==> src/logic/msc_pkg.sv <==
// constants, field layout and encodings for the step-seven configuration bank
// assumes an apb slave with 32-bit data and 12-bit byte addresses
package msc_pkg;

	// register indices; byte address is four times the index
	localparam logic [9:0] MSC_CFG_INDEX = 10'h097;
	localparam logic [9:0] MSC_STAT_INDEX = 10'h09F;
	localparam logic [11:0] MSC_CFG_ADDR = {MSC_CFG_INDEX, 2'b00};
	localparam logic [11:0] MSC_STAT_ADDR = {MSC_STAT_INDEX, 2'b00};

	// configuration word layout
	localparam int MSC_EN_BIT = 15;
	localparam int MSC_GAIN_HI = 14;
	localparam int MSC_GAIN_LO = 13;
	localparam int MSC_NEG_BIT = 4;
	localparam int MSC_POS_HI = 3;
	localparam int MSC_POS_LO = 0;
	localparam logic [15:0] MSC_CFG_RESET = 16'h0007;
	localparam logic [15:0] MSC_CFG_WMASK = 16'hE01F;

	// positive codes at or above this value pick an internal source
	localparam logic [3:0] MSC_POS_FIRST_INTERNAL = 4'h8;

	// status word layout
	localparam int MSC_ST_BUSY_BIT = 0;
	localparam int MSC_ST_NEG_LO = 1;
	localparam int MSC_ST_NEG_HI = 2;
	localparam int MSC_ST_INT_BIT = 3;
	localparam int MSC_ST_GAIN_LO = 4;
	localparam int MSC_ST_GAIN_HI = 5;

	// effective converter gain
	typedef enum logic [1:0]
	{
		MSC_GAIN_X1 = 2'h0,
		MSC_GAIN_X2 = 2'h1,
		MSC_GAIN_X4 = 2'h2
	} msc_gain_t;

	// effective negative input
	typedef enum logic [1:0]
	{
		MSC_NEG_GROUND = 2'h0,
		MSC_NEG_AUX7 = 2'h1,
		MSC_NEG_AUTO = 2'h2
	} msc_neg_t;

	// snapshot state while the sequencer works on step seven
	typedef enum logic [1:0]
	{
		MSC_SNAP_IDLE = 2'h0,
		MSC_SNAP_HOLD = 2'h1
	} msc_snap_t;

endpackage : msc_pkg

==> src/logic/msc_sel_if.sv <==
// carries raw step fields to the decoder and decoded selections back
// assumes both ends sit in the same clock domain
interface msc_sel_if;
	import msc_pkg::*;

	logic [1:0] gain_field;
	logic neg_field;
	logic [3:0] pos_field;
	msc_gain_t gain;
	msc_neg_t neg;
	logic pos_internal;

	// register side drives fields, decoder answers
	modport src (output gain_field, output neg_field, output pos_field,
		input gain, input neg, input pos_internal);
	modport dec (input gain_field, input neg_field, input pos_field,
		output gain, output neg, output pos_internal);

endinterface : msc_sel_if

==> src/logic/msc_step_cfg.sv <==
// apb register bank for sequencer step seven of the aux mux converter
// assumes an apb master on pclk and a sequencer that pulses step start and done
// Operation
// - register at index 97h, resets 0007h
// - bit 15 includes step in run
// - bits 14:13 select gain 1/2/4
// - bit 4 picks ground or aux seven
// - bits 3:0 codes 0..7 pick aux inputs
// - codes 8 upward pick internal sources
// - internal source forces automatic negative input
//
// The implementer's own choice: the APB register port.
module msc_step_cfg
	import msc_pkg::*;
(
	input wire logic pclk, // bus clock, 10 MHz
	input wire logic presetn, // asynchronous reset, active low
	input wire logic psel, // apb select
	input wire logic penable, // apb access phase
	input wire logic pwrite, // apb direction, high for write
	input wire logic [11:0] paddr, // apb byte address
	input wire logic [31:0] pwdata, // apb write data
	input wire logic [3:0] pstrb, // apb byte strobes
	output logic pready, // apb ready, zero wait
	output logic [31:0] prdata, // apb read data
	output logic pslverr, // apb error on unmapped address
	input wire logic step_start, // sequencer begins step seven, pulse
	input wire logic step_done, // sequencer ends step seven, pulse
	output logic step_seven_enable, // step is part of the run
	output msc_pkg::msc_gain_t step_gain, // effective gain
	output msc_pkg::msc_neg_t step_negative, // effective negative input
	output logic [3:0] step_seven_positive_select, // positive input code
	output logic step_positive_internal, // positive input is internal
	output logic step_busy // step seven conversion in progress
);
	import msc_pkg::*;

	logic [15:0] cfg_r;
	logic [15:0] cfg_nxt;
	logic [15:0] strb_mask;
	logic [31:0] rdata_nxt;
	logic hit_cfg;
	logic hit_stat;
	logic setup;
	logic access;
	logic err_r;
	msc_snap_t snap_r;
	msc_snap_t snap_nxt;
	logic en_r;
	msc_gain_t gain_r;
	msc_neg_t neg_r;
	logic [3:0] pos_r;
	logic int_r;
	logic [15:0] stat_word;

	msc_sel_if sel ();

	// bus phase decode
	assign setup = psel & ~penable;
	assign access = psel & penable;
	assign hit_cfg = (paddr == MSC_CFG_ADDR);
	assign hit_stat = (paddr == MSC_STAT_ADDR);

	// zero-wait slave: every access phase completes at once
	assign pready = access;
	assign pslverr = access & err_r;

	// byte strobes widen to a bit mask over the low half word
	assign strb_mask = {{8{pstrb[1]}}, {8{pstrb[0]}}};

	always_comb
	begin
		cfg_nxt = cfg_r;
		if (access && pwrite && hit_cfg)
			cfg_nxt = (cfg_r & ~(strb_mask & MSC_CFG_WMASK)) | (pwdata[15:0] & strb_mask & MSC_CFG_WMASK);
	end

	always_ff @(posedge pclk or negedge presetn)
	begin
		if (!presetn)
			cfg_r <= MSC_CFG_RESET;
		else
			cfg_r <= cfg_nxt;
	end

	// unmapped addresses flagged in setup so the error stands through access
	always_ff @(posedge pclk or negedge presetn)
	begin
		if (!presetn)
			err_r <= 1'b0;
		else if (setup)
			err_r <= ~(hit_cfg | hit_stat);
	end

	// status word shows what the sequencer is actually using
	always_comb
	begin
		stat_word = 16'h0000;
		stat_word[MSC_ST_BUSY_BIT] = (snap_r == MSC_SNAP_HOLD);
		stat_word[MSC_ST_NEG_HI:MSC_ST_NEG_LO] = neg_r;
		stat_word[MSC_ST_INT_BIT] = int_r;
		stat_word[MSC_ST_GAIN_HI:MSC_ST_GAIN_LO] = gain_r;
	end

	// read data chosen in setup; nothing else writes cfg during a read
	always_comb
	begin
		rdata_nxt = 32'h0000_0000;
		if (hit_cfg)
			rdata_nxt = {16'h0000, cfg_r};
		else if (hit_stat)
			rdata_nxt = {16'h0000, stat_word};
	end

	// prdata from a flop, loaded in the setup of a read
	always_ff @(posedge pclk or negedge presetn)
	begin
		if (!presetn)
			prdata <= 32'h0000_0000;
		else if (setup && !pwrite)
			prdata <= rdata_nxt;
	end

	assign sel.gain_field = cfg_r[MSC_GAIN_HI:MSC_GAIN_LO];
	assign sel.neg_field = cfg_r[MSC_NEG_BIT];
	assign sel.pos_field = cfg_r[MSC_POS_HI:MSC_POS_LO];

	msc_step_decode u_decode
	(
		.sel (sel.dec)
	);

	// snapshot state: a step in flight keeps the selection it started with
	always_comb
	begin
		snap_nxt = snap_r;
		unique case (snap_r)
			MSC_SNAP_IDLE:
			begin
				if (step_start && cfg_r[MSC_EN_BIT])
					snap_nxt = MSC_SNAP_HOLD;
			end
			MSC_SNAP_HOLD:
			begin
				if (step_done)
					snap_nxt = MSC_SNAP_IDLE;
			end
			default:
				snap_nxt = MSC_SNAP_IDLE;
		endcase
	end

	always_ff @(posedge pclk or negedge presetn)
	begin
		if (!presetn)
			snap_r <= MSC_SNAP_IDLE;
		else
			snap_r <= snap_nxt;
	end

	// selections follow the register while idle and freeze during a step,
	// trading one cycle of lag for a glitch-free mux during conversion
	always_ff @(posedge pclk or negedge presetn)
	begin
		if (!presetn)
		begin
			gain_r <= MSC_GAIN_X1;
			neg_r <= MSC_NEG_GROUND;
			pos_r <= MSC_CFG_RESET[MSC_POS_HI:MSC_POS_LO];
			int_r <= 1'b0;
		end
		else if (snap_r == MSC_SNAP_IDLE)
		begin
			gain_r <= sel.gain;
			neg_r <= sel.neg;
			pos_r <= sel.pos_field;
			int_r <= sel.pos_internal;
		end
	end

	always_ff @(posedge pclk or negedge presetn)
	begin
		if (!presetn)
			en_r <= 1'b0;
		else
			en_r <= cfg_r[MSC_EN_BIT];
	end

	// outputs straight from flops, except step_busy, decoded from the snapshot state
	assign step_seven_enable = en_r;
	assign step_gain = gain_r;
	assign step_negative = neg_r;
	assign step_seven_positive_select = pos_r;
	assign step_positive_internal = int_r;
	assign step_busy = (snap_r == MSC_SNAP_HOLD);

endmodule : msc_step_cfg

==> src/logic/msc_step_decode.sv <==
// turns the stored step fields into effective gain and input selections
// assumes purely combinational use; the caller registers the results
module msc_step_decode
(
	msc_sel_if.dec sel // fields in, decoded selections out
);
	import msc_pkg::*;

	assign sel.pos_internal = (sel.pos_field >= MSC_POS_FIRST_INTERNAL);

	always_comb
	begin
		unique case (sel.gain_field)
			2'h0: sel.gain = MSC_GAIN_X1;
			2'h1: sel.gain = MSC_GAIN_X2;
			2'h2: sel.gain = MSC_GAIN_X4;
			2'h3: sel.gain = MSC_GAIN_X4; // both upper codes mean four
		endcase
	end

	always_comb
	begin
		if (sel.pos_internal)
			sel.neg = MSC_NEG_AUTO; // negative select bit ignored here
		else if (sel.neg_field)
			sel.neg = MSC_NEG_AUX7;
		else
			sel.neg = MSC_NEG_GROUND;
	end

endmodule : msc_step_decode

==> config.mk <==
export PLATFORM = sky130hd
export DESIGN_NAME = msc_step_cfg
export DESIGN_NICKNAME = d
export VERILOG_FILES = /design/src/logic/msc_pkg.sv /design/src/logic/msc_sel_if.sv /design/src/logic/msc_step_cfg.sv /design/src/logic/msc_step_decode.sv
export SDC_FILE = /design/constraint.sdc
export NUM_CORES = 1
export LEC_CHECK = 0
export ABC_AREA = 1
export CORE_AREA = 2 2 61 63
export DETAILED_ROUTE_END_ITERATION = 10
export DIE_AREA = 0 0 63 65
export DONT_BUFFER_PORTS = 1
export PLACE_DENSITY = 0.66
export SLEW_MARGIN = 20
export SYNTH_ARGS = -nofsm -noshare
export SYNTH_HDL_FRONTEND = slang
export SYNTH_HIERARCHICAL = 1
export SYNTH_SLANG_ARGS = --single-unit
==> constraint.sdc <==
create_clock -name pclk -period 1.01 [get_ports pclk]
set_clock_uncertainty 0.2 [all_clocks]
set_input_delay 0.101 -clock pclk [delete_from_list [all_inputs] [get_ports pclk]]
set_output_delay 0.101 -clock pclk [all_outputs]
set_load 0.01 [all_outputs]
==> results.cfg, run 1 <==
[worst_setup_path]
r2r_cells = 5
max_stage_delay_ns = 0.45
worstPathMaxFanout = 4
crit_path_end_kind = output pin
cp_num_buf_inv = 1
critPathSlowestCell = dfrtp_2
crit_chain = buf_6
worstPathArrival_ns = 0.90
required_ns = 0.71
worst-path-stages = 1
worstSetupPathType = reg2out
critPathTopFamily = flip-flops
cp-start-kind = register

[placed_design]
dp_slack_ns = -0.0863
io_buffers = 0
dp_hpwl_mm = 2.36
dpl.cell_count = 264
placed_area_um2 = 1750
routabilityCongestion = 0.830

[timing]
fmax_mhz = 832
maxSlewViolCount = 0
fin_ws_ns = -0.192
fin_crit_ns = 1.20
rsz0062_at_grt = true
finalHoldViolCount = 18
setup_viol = 37
fin_crit_sh_pct = 119
whs_ns = -0.245

[clocking]
hold_buffers = 16
cts_root_buf = clkbuf_4
insertion_delay_ns = 0.31
cts_sinks = 29
cts_tree = built
cts.clk_slew.worst_paths_ns = 0.08
clockBufferDepth = 2
numCtsBuffers = 5
htreeDepth = 2

[cells_and_area]
diodes = 0
register_area_um2 = 736
finalNonFillerCells = 299
syn2layout_area_growth_pct = 38.0
final_layout_size_suffix_gt1_share_pct = 40.2
multi_input_area_um2 = 882
fillers = 291
final_cell_area_um2 = 2290
nets = 306

[die]
die_h_um = 65
die_w_um = 63
pin_count = 100
core_area_um2 = 3500
fp-row-count = 22
die_area_um2 = 4100
initial_core_util_pct = 47.5

[detailed_routing]
ant_nets = 0
vias = 1384
remaining_drc_errors = 0
drt_iter0_markers = 73
viasPerCell = 4.63
wl_per_cell_um = 12.1
totalWireLength_mm = 3.61
drt-pass1-iter-count = 4

[min_path]
hp-class = in2reg
min_delay_path_depth = 3

[global_routing]
met2_usage_pct = 33.2
grt_max_degree = 30
grt_pass1_wl_mm = 5.98
grt_pass1_vias = 1381
busiest_layer = met2
grt-ovfl-total = 0
met1_usage_pct = 21.4
grt_use_total_pct = 19.1
antenna_found_initial = 0
met3_usage_pct = 6.25

[synthesis]
yosysTopAreaCell = dfrtp_1
syn_area_um2 = 1660
synth_area_leaders = dfrtp_1, nand2_1, buf_4
synth_cells = 207
asyncSetResetFlopFracSynth_pct = 100
synth_top_area_share_pct = 34.7
syn_avg_cell_area_um2 = 8.01
synth_cell_type_count = 22
ys_ff_latch = 29
seq_area_frac_synth_pct = 44.2
synth_edf_count = 0
synth_ff_type = dfrtp_1
synthTopCellsByCount = nand2_1, buf_4, dfrtp_1
synth_warnings = 6
synth.most_common_cell = nand2_1

[flow_run]
maxCapViolations = 0

[power]
power_density_nw_per_um2 = 903
power_leakage_nw = 1.19
vdd_ir_drop_max_mv = 0.749

[run_status]
status = finished, violations left
violations = negative hold slack, negative setup slack
layer usage:
layer / routed length [um] / share of wire [%]
met2: 1930 / 53
met4: 43 / 1.2
met5: 0 / 0
met3: 252 / 7.0
met1: 1390 / 38
report_power, final:
group / switching, mW / internal, mW
clock: 0.362 / 0.328
sequential: 0.000637 / 1.16
combinational: 0.137 / 0.0786
what timing repair did:
item	in CTS	in global routing
buffers inserted	10	2
gates cloned	1	1
pin swaps	6	22
endpoints found under the setup margin	35	49
resized for setup	24	43
hold endpoints to repair	48	18
cells in the final DEF (no fill, tap or decap), drive strengths merged, types with 6 or more instances in the layout:
| master | Yosys | routed |
|---|---|---|
| nand4 | 11 | 11 |
| nand3 | 16 | 16 |
| clkbuf | 4 | 7 |
| dfstp | 6 | 6 |
| nand2 | 82 | 82 |
| buf | 26 | 31 |
| inv | 19 | 19 |
| nor2 | 15 | 15 |
| dlygate4sd3 | 0 | 12 |
| conb | 1 | 23 |
| dfrtp | 23 | 23 |
stage by stage:
step	hold WS, ns	setup TNS [ns]	power, mW	utilization, %
2_1_floorplan	-0.395	-0.166	1.36	-
3_3_place_gp	-0.394	-1.10	1.31	50.1
3_5_place_dp	-0.394	-1.36	1.31	50.1
4_1_cts	-0.247	-4.78	2.08	61.6
5_1_grt	-0.260	-5.24	2.17	65.5
6_report	-0.245	-3.84	2.07	65.5
path summary, 6_finish.rpt:
kind,slack (ns),to,from
max,-0.19,step_busy,snap_r[0]
min,-0.25,prdata[15],pwrite
max reg2reg,-0.16,snap_r[0],snap_r[0]
min reg2reg,0.29,step_seven_positive_select[1],step_seven_positive_select[1]
max in group asynchronous,0.37,step_seven_positive_select[0],presetn
min in group asynchronous,0,prdata[3],presetn
area by class of cell:
| cell class | count | area share (%) |
|---|---|---|
| well taps | 48 | 2.62 |
| multi-input cells | 151 | 38.5 |
| clock buffers | 7 | 2.40 |
| inverters | 19 | 3.33 |
| flip-flops and latches | 29 | 32.1 |
| repair buffers | 45 | 21.0 |
kinds of logic (layout without fill, tap and decap cells):
group,Yosys count,after routing,share of synthesized area (%)
DFF,29,29,44.2
other,1,23,0.226
buffers and inverters,49,71,17.2
and+or+nand+nor,125,125,37.5
AOI/OAI and AO/OA,3,3,0.904
Power figures use the tool's default switching activity.
==> run 2: changes to the inputs <==
--- a/config.mk
+++ b/config.mk
@@ -5,11 +5,12 @@
 export SDC_FILE = /design/constraint.sdc
 export NUM_CORES = 1
 export LEC_CHECK = 0
-export ABC_AREA = 1
-export CORE_AREA = 2 2 61 63
+export ABC_AREA = 0
+export CORE_AREA = 2 2 58 60
 export DETAILED_ROUTE_END_ITERATION = 10
-export DIE_AREA = 0 0 63 65
+export DIE_AREA = 0 0 60 62
 export DONT_BUFFER_PORTS = 1
+export GPL_TIMING_DRIVEN = 0
 export PLACE_DENSITY = 0.66
 export SLEW_MARGIN = 20
 export SYNTH_ARGS = -nofsm -noshare
==> results.cfg, run 2 <==
[power]
total_power_mw = 2.08
combinationalPowerShare_pct = 11.6
clockPowerShare_pct = 32.2
swShare_pct = 25.1
internal-power_mw = 1.56
power_density_nw_per_um2 = 1030
p_sw_mw = 0.523
sequentialPowerShare_pct = 56.1
vdd_ir_drop_max_mv = 0.509
power_leakage_nw = 0.982

[placed_design]
io_buffers = 0
routabilityCongestion = 0.696
dp_hpwl_mm = 2.15
dp_slack_ns = -0.915

[detailed_routing]
totalWireLength_mm = 3.22
drt_iter0_markers = 20
wl_per_cell_um = 14.6
drt-pass1-iter-count = 4
ant_nets = 0
remaining_drc_errors = 0
vias = 999
viasPerCell = 4.52

[die]
die_area_um2 = 3720
die_h_um = 62
fp-row-count = 21
core_area_um2 = 3180
pin_count = 100
initial_core_util_pct = 47.0
die_w_um = 60

[synthesis]
synth.most_common_cell = buf_4
ys_ff_latch = 29
synth_top_area_share_pct = 38.5
synth_compound_area_share_pct = 5.61
synthMuxAreaShare_pct = 16.8
synth_ff_type = dfrtp_1
asyncSetResetFlopFracSynth_pct = 100
seq_area_frac_synth_pct = 49.0
syn_area_um2 = 1500
synth_fa_ha_area_share_pct = 0
synth_simple_gate_area_share_pct = 14.2
synth_xor_area_share_pct = 0
synth_top_family_by_area = multiplexers
synthTopCellsByCount = buf_4, dfrtp_1, mux2_2
synth_edf_count = 0
synth_cell_type_count = 24
syn_avg_cell_area_um2 = 12.1
yosysTopAreaCell = dfrtp_1
synth_area_leaders = dfrtp_1, mux2_2, buf_4
synth_cells = 124
synth_warnings = 6

[clocking]
insertion_delay_ns = 0.32
numCtsBuffers = 5
cts_tree = built
cts.clk_slew.worst_paths_ns = 0.09
cts_root_buf = clkbuf_4
hold_buffers = 14
cts_sinks = 29
htreeDepth = 2
clockBufferDepth = 2

[worst_setup_path]
required_ns = 1.07
cp-start-kind = input pin
worstPathArrival_ns = 1.47
worstPathMaxFanout = 9
crit_path_end_kind = register
worstSetupPathType = in2reg

[global_routing]
grt_max_degree = 30
grt_pass1_vias = 987
grt_use_total_pct = 18.0
grt_pass1_wl_mm = 4.69
antenna_found_initial = 0
grt-ovfl-total = 0

[timing]
maxSlewViolCount = 0
finalHoldViolCount = 10
setup_viol = 48
rsz0062_at_grt = true
fmax_mhz = 709
tns_ns = -10.07
fin_crit_ns = 1.41
whs_ns = -0.142
fin_crit_sh_pct = 140
fin_ws_ns = -0.400

[run_status]
violations = negative hold slack, negative setup slack
status = finished, violations left

[cells_and_area]
diodes = 0
layout_common_cells = buf_4, conb_1, dfrtp_1
nets = 229
fin_util_pct = 63.8
layout_commonest_cell = buf_4
final_layout_size_suffix_gt1_share_pct = 48.0
syn2layout_area_growth_pct = 35.6

[min_path]
hp-class = in2reg

[flow_run]
maxCapViolations = 0
==> run 2: path summary, 6_finish.rpt <==
check	from	endpoint	slack [ns]	depth (start not counted)
min	paddr[5]	prdata[5]	-0.14	3
max reg2reg	snap_r[0]	step_seven_positive_select[3]	-0.25	2
min reg2reg	register	step_seven_enable	0.29	0
max in group asynchronous	presetn	step_seven_positive_select[1]	0.37	2
max	paddr[11]	prdata[0]	-0.40	4
min in group asynchronous	presetn	prdata[2]	0	2
==> run 2: critical path: stages <==
cell and delay, ns:
or4b_4 0.56, or4_4 0.51, buf_8 0.17, o21ai_2 0.13
==> run 2: final cells by class <==
cell class	instances	area (um^2)
Sequential cell	29	734
Multi-Input combinational cell	87	727
Buffer	29	229
Tap cell	46	57.6
Clock inverter	2	10.0
Fill cell	278	1150
Timing Repair Buffer	22	229
Clock buffer	6	41.3
==> run 2: layer usage <==
| layer | global-route usage (%) | wire, um | up-vias |
|---|---|---|---|
| li1 | - | - | 479 |
| met1 | 20.8 | 1270 | 471 |
| met2 | 31.4 | 1720 | 47 |
| met3 | 5.59 | 200 | 2 |
| met4 | 6.67 | 28 | 0 |
| met5 | 0 | 0 | - |
==> run 2: cells by family (layout without fill, tap and decap cells) <==
group,Yosys count,after routing
compound gates,10,10
buf+inv,30,59
flops,29,29
mux,23,23
other cells,1,23
simple gates,31,31
==> run 2: through the flow <==
| step | area, um^2 | cells |
|---|---|---|
| detailed placement | 1700 | 192 |
| finish | 2030 | 221 |
| global route | 2030 | 221 |
| CTS | 1970 | 218 |
| global placement | 1700 | 192 |
| floorplan | 1650 | 146 |
==> run 2: repair_timing <==
action,CTS,global route
resized for setup,9,12
cloned,1,0
pin swaps,3,1
setup endpoints to repair,48,48
endpoints found under the hold margin,42,10
buffers inserted,4,3
==> run 2: power by group through the flow <==
stage	registers (mW)	logic, mW	clock network (mW)
final	1.17	0.243	0.671
after global routing	1.17	0.269	0.755
after CTS	1.17	0.233	0.704
after detailed placement	1.19	0.158	0
after global placement	1.19	0.157	0
after floorplan	1.19	0.149	0
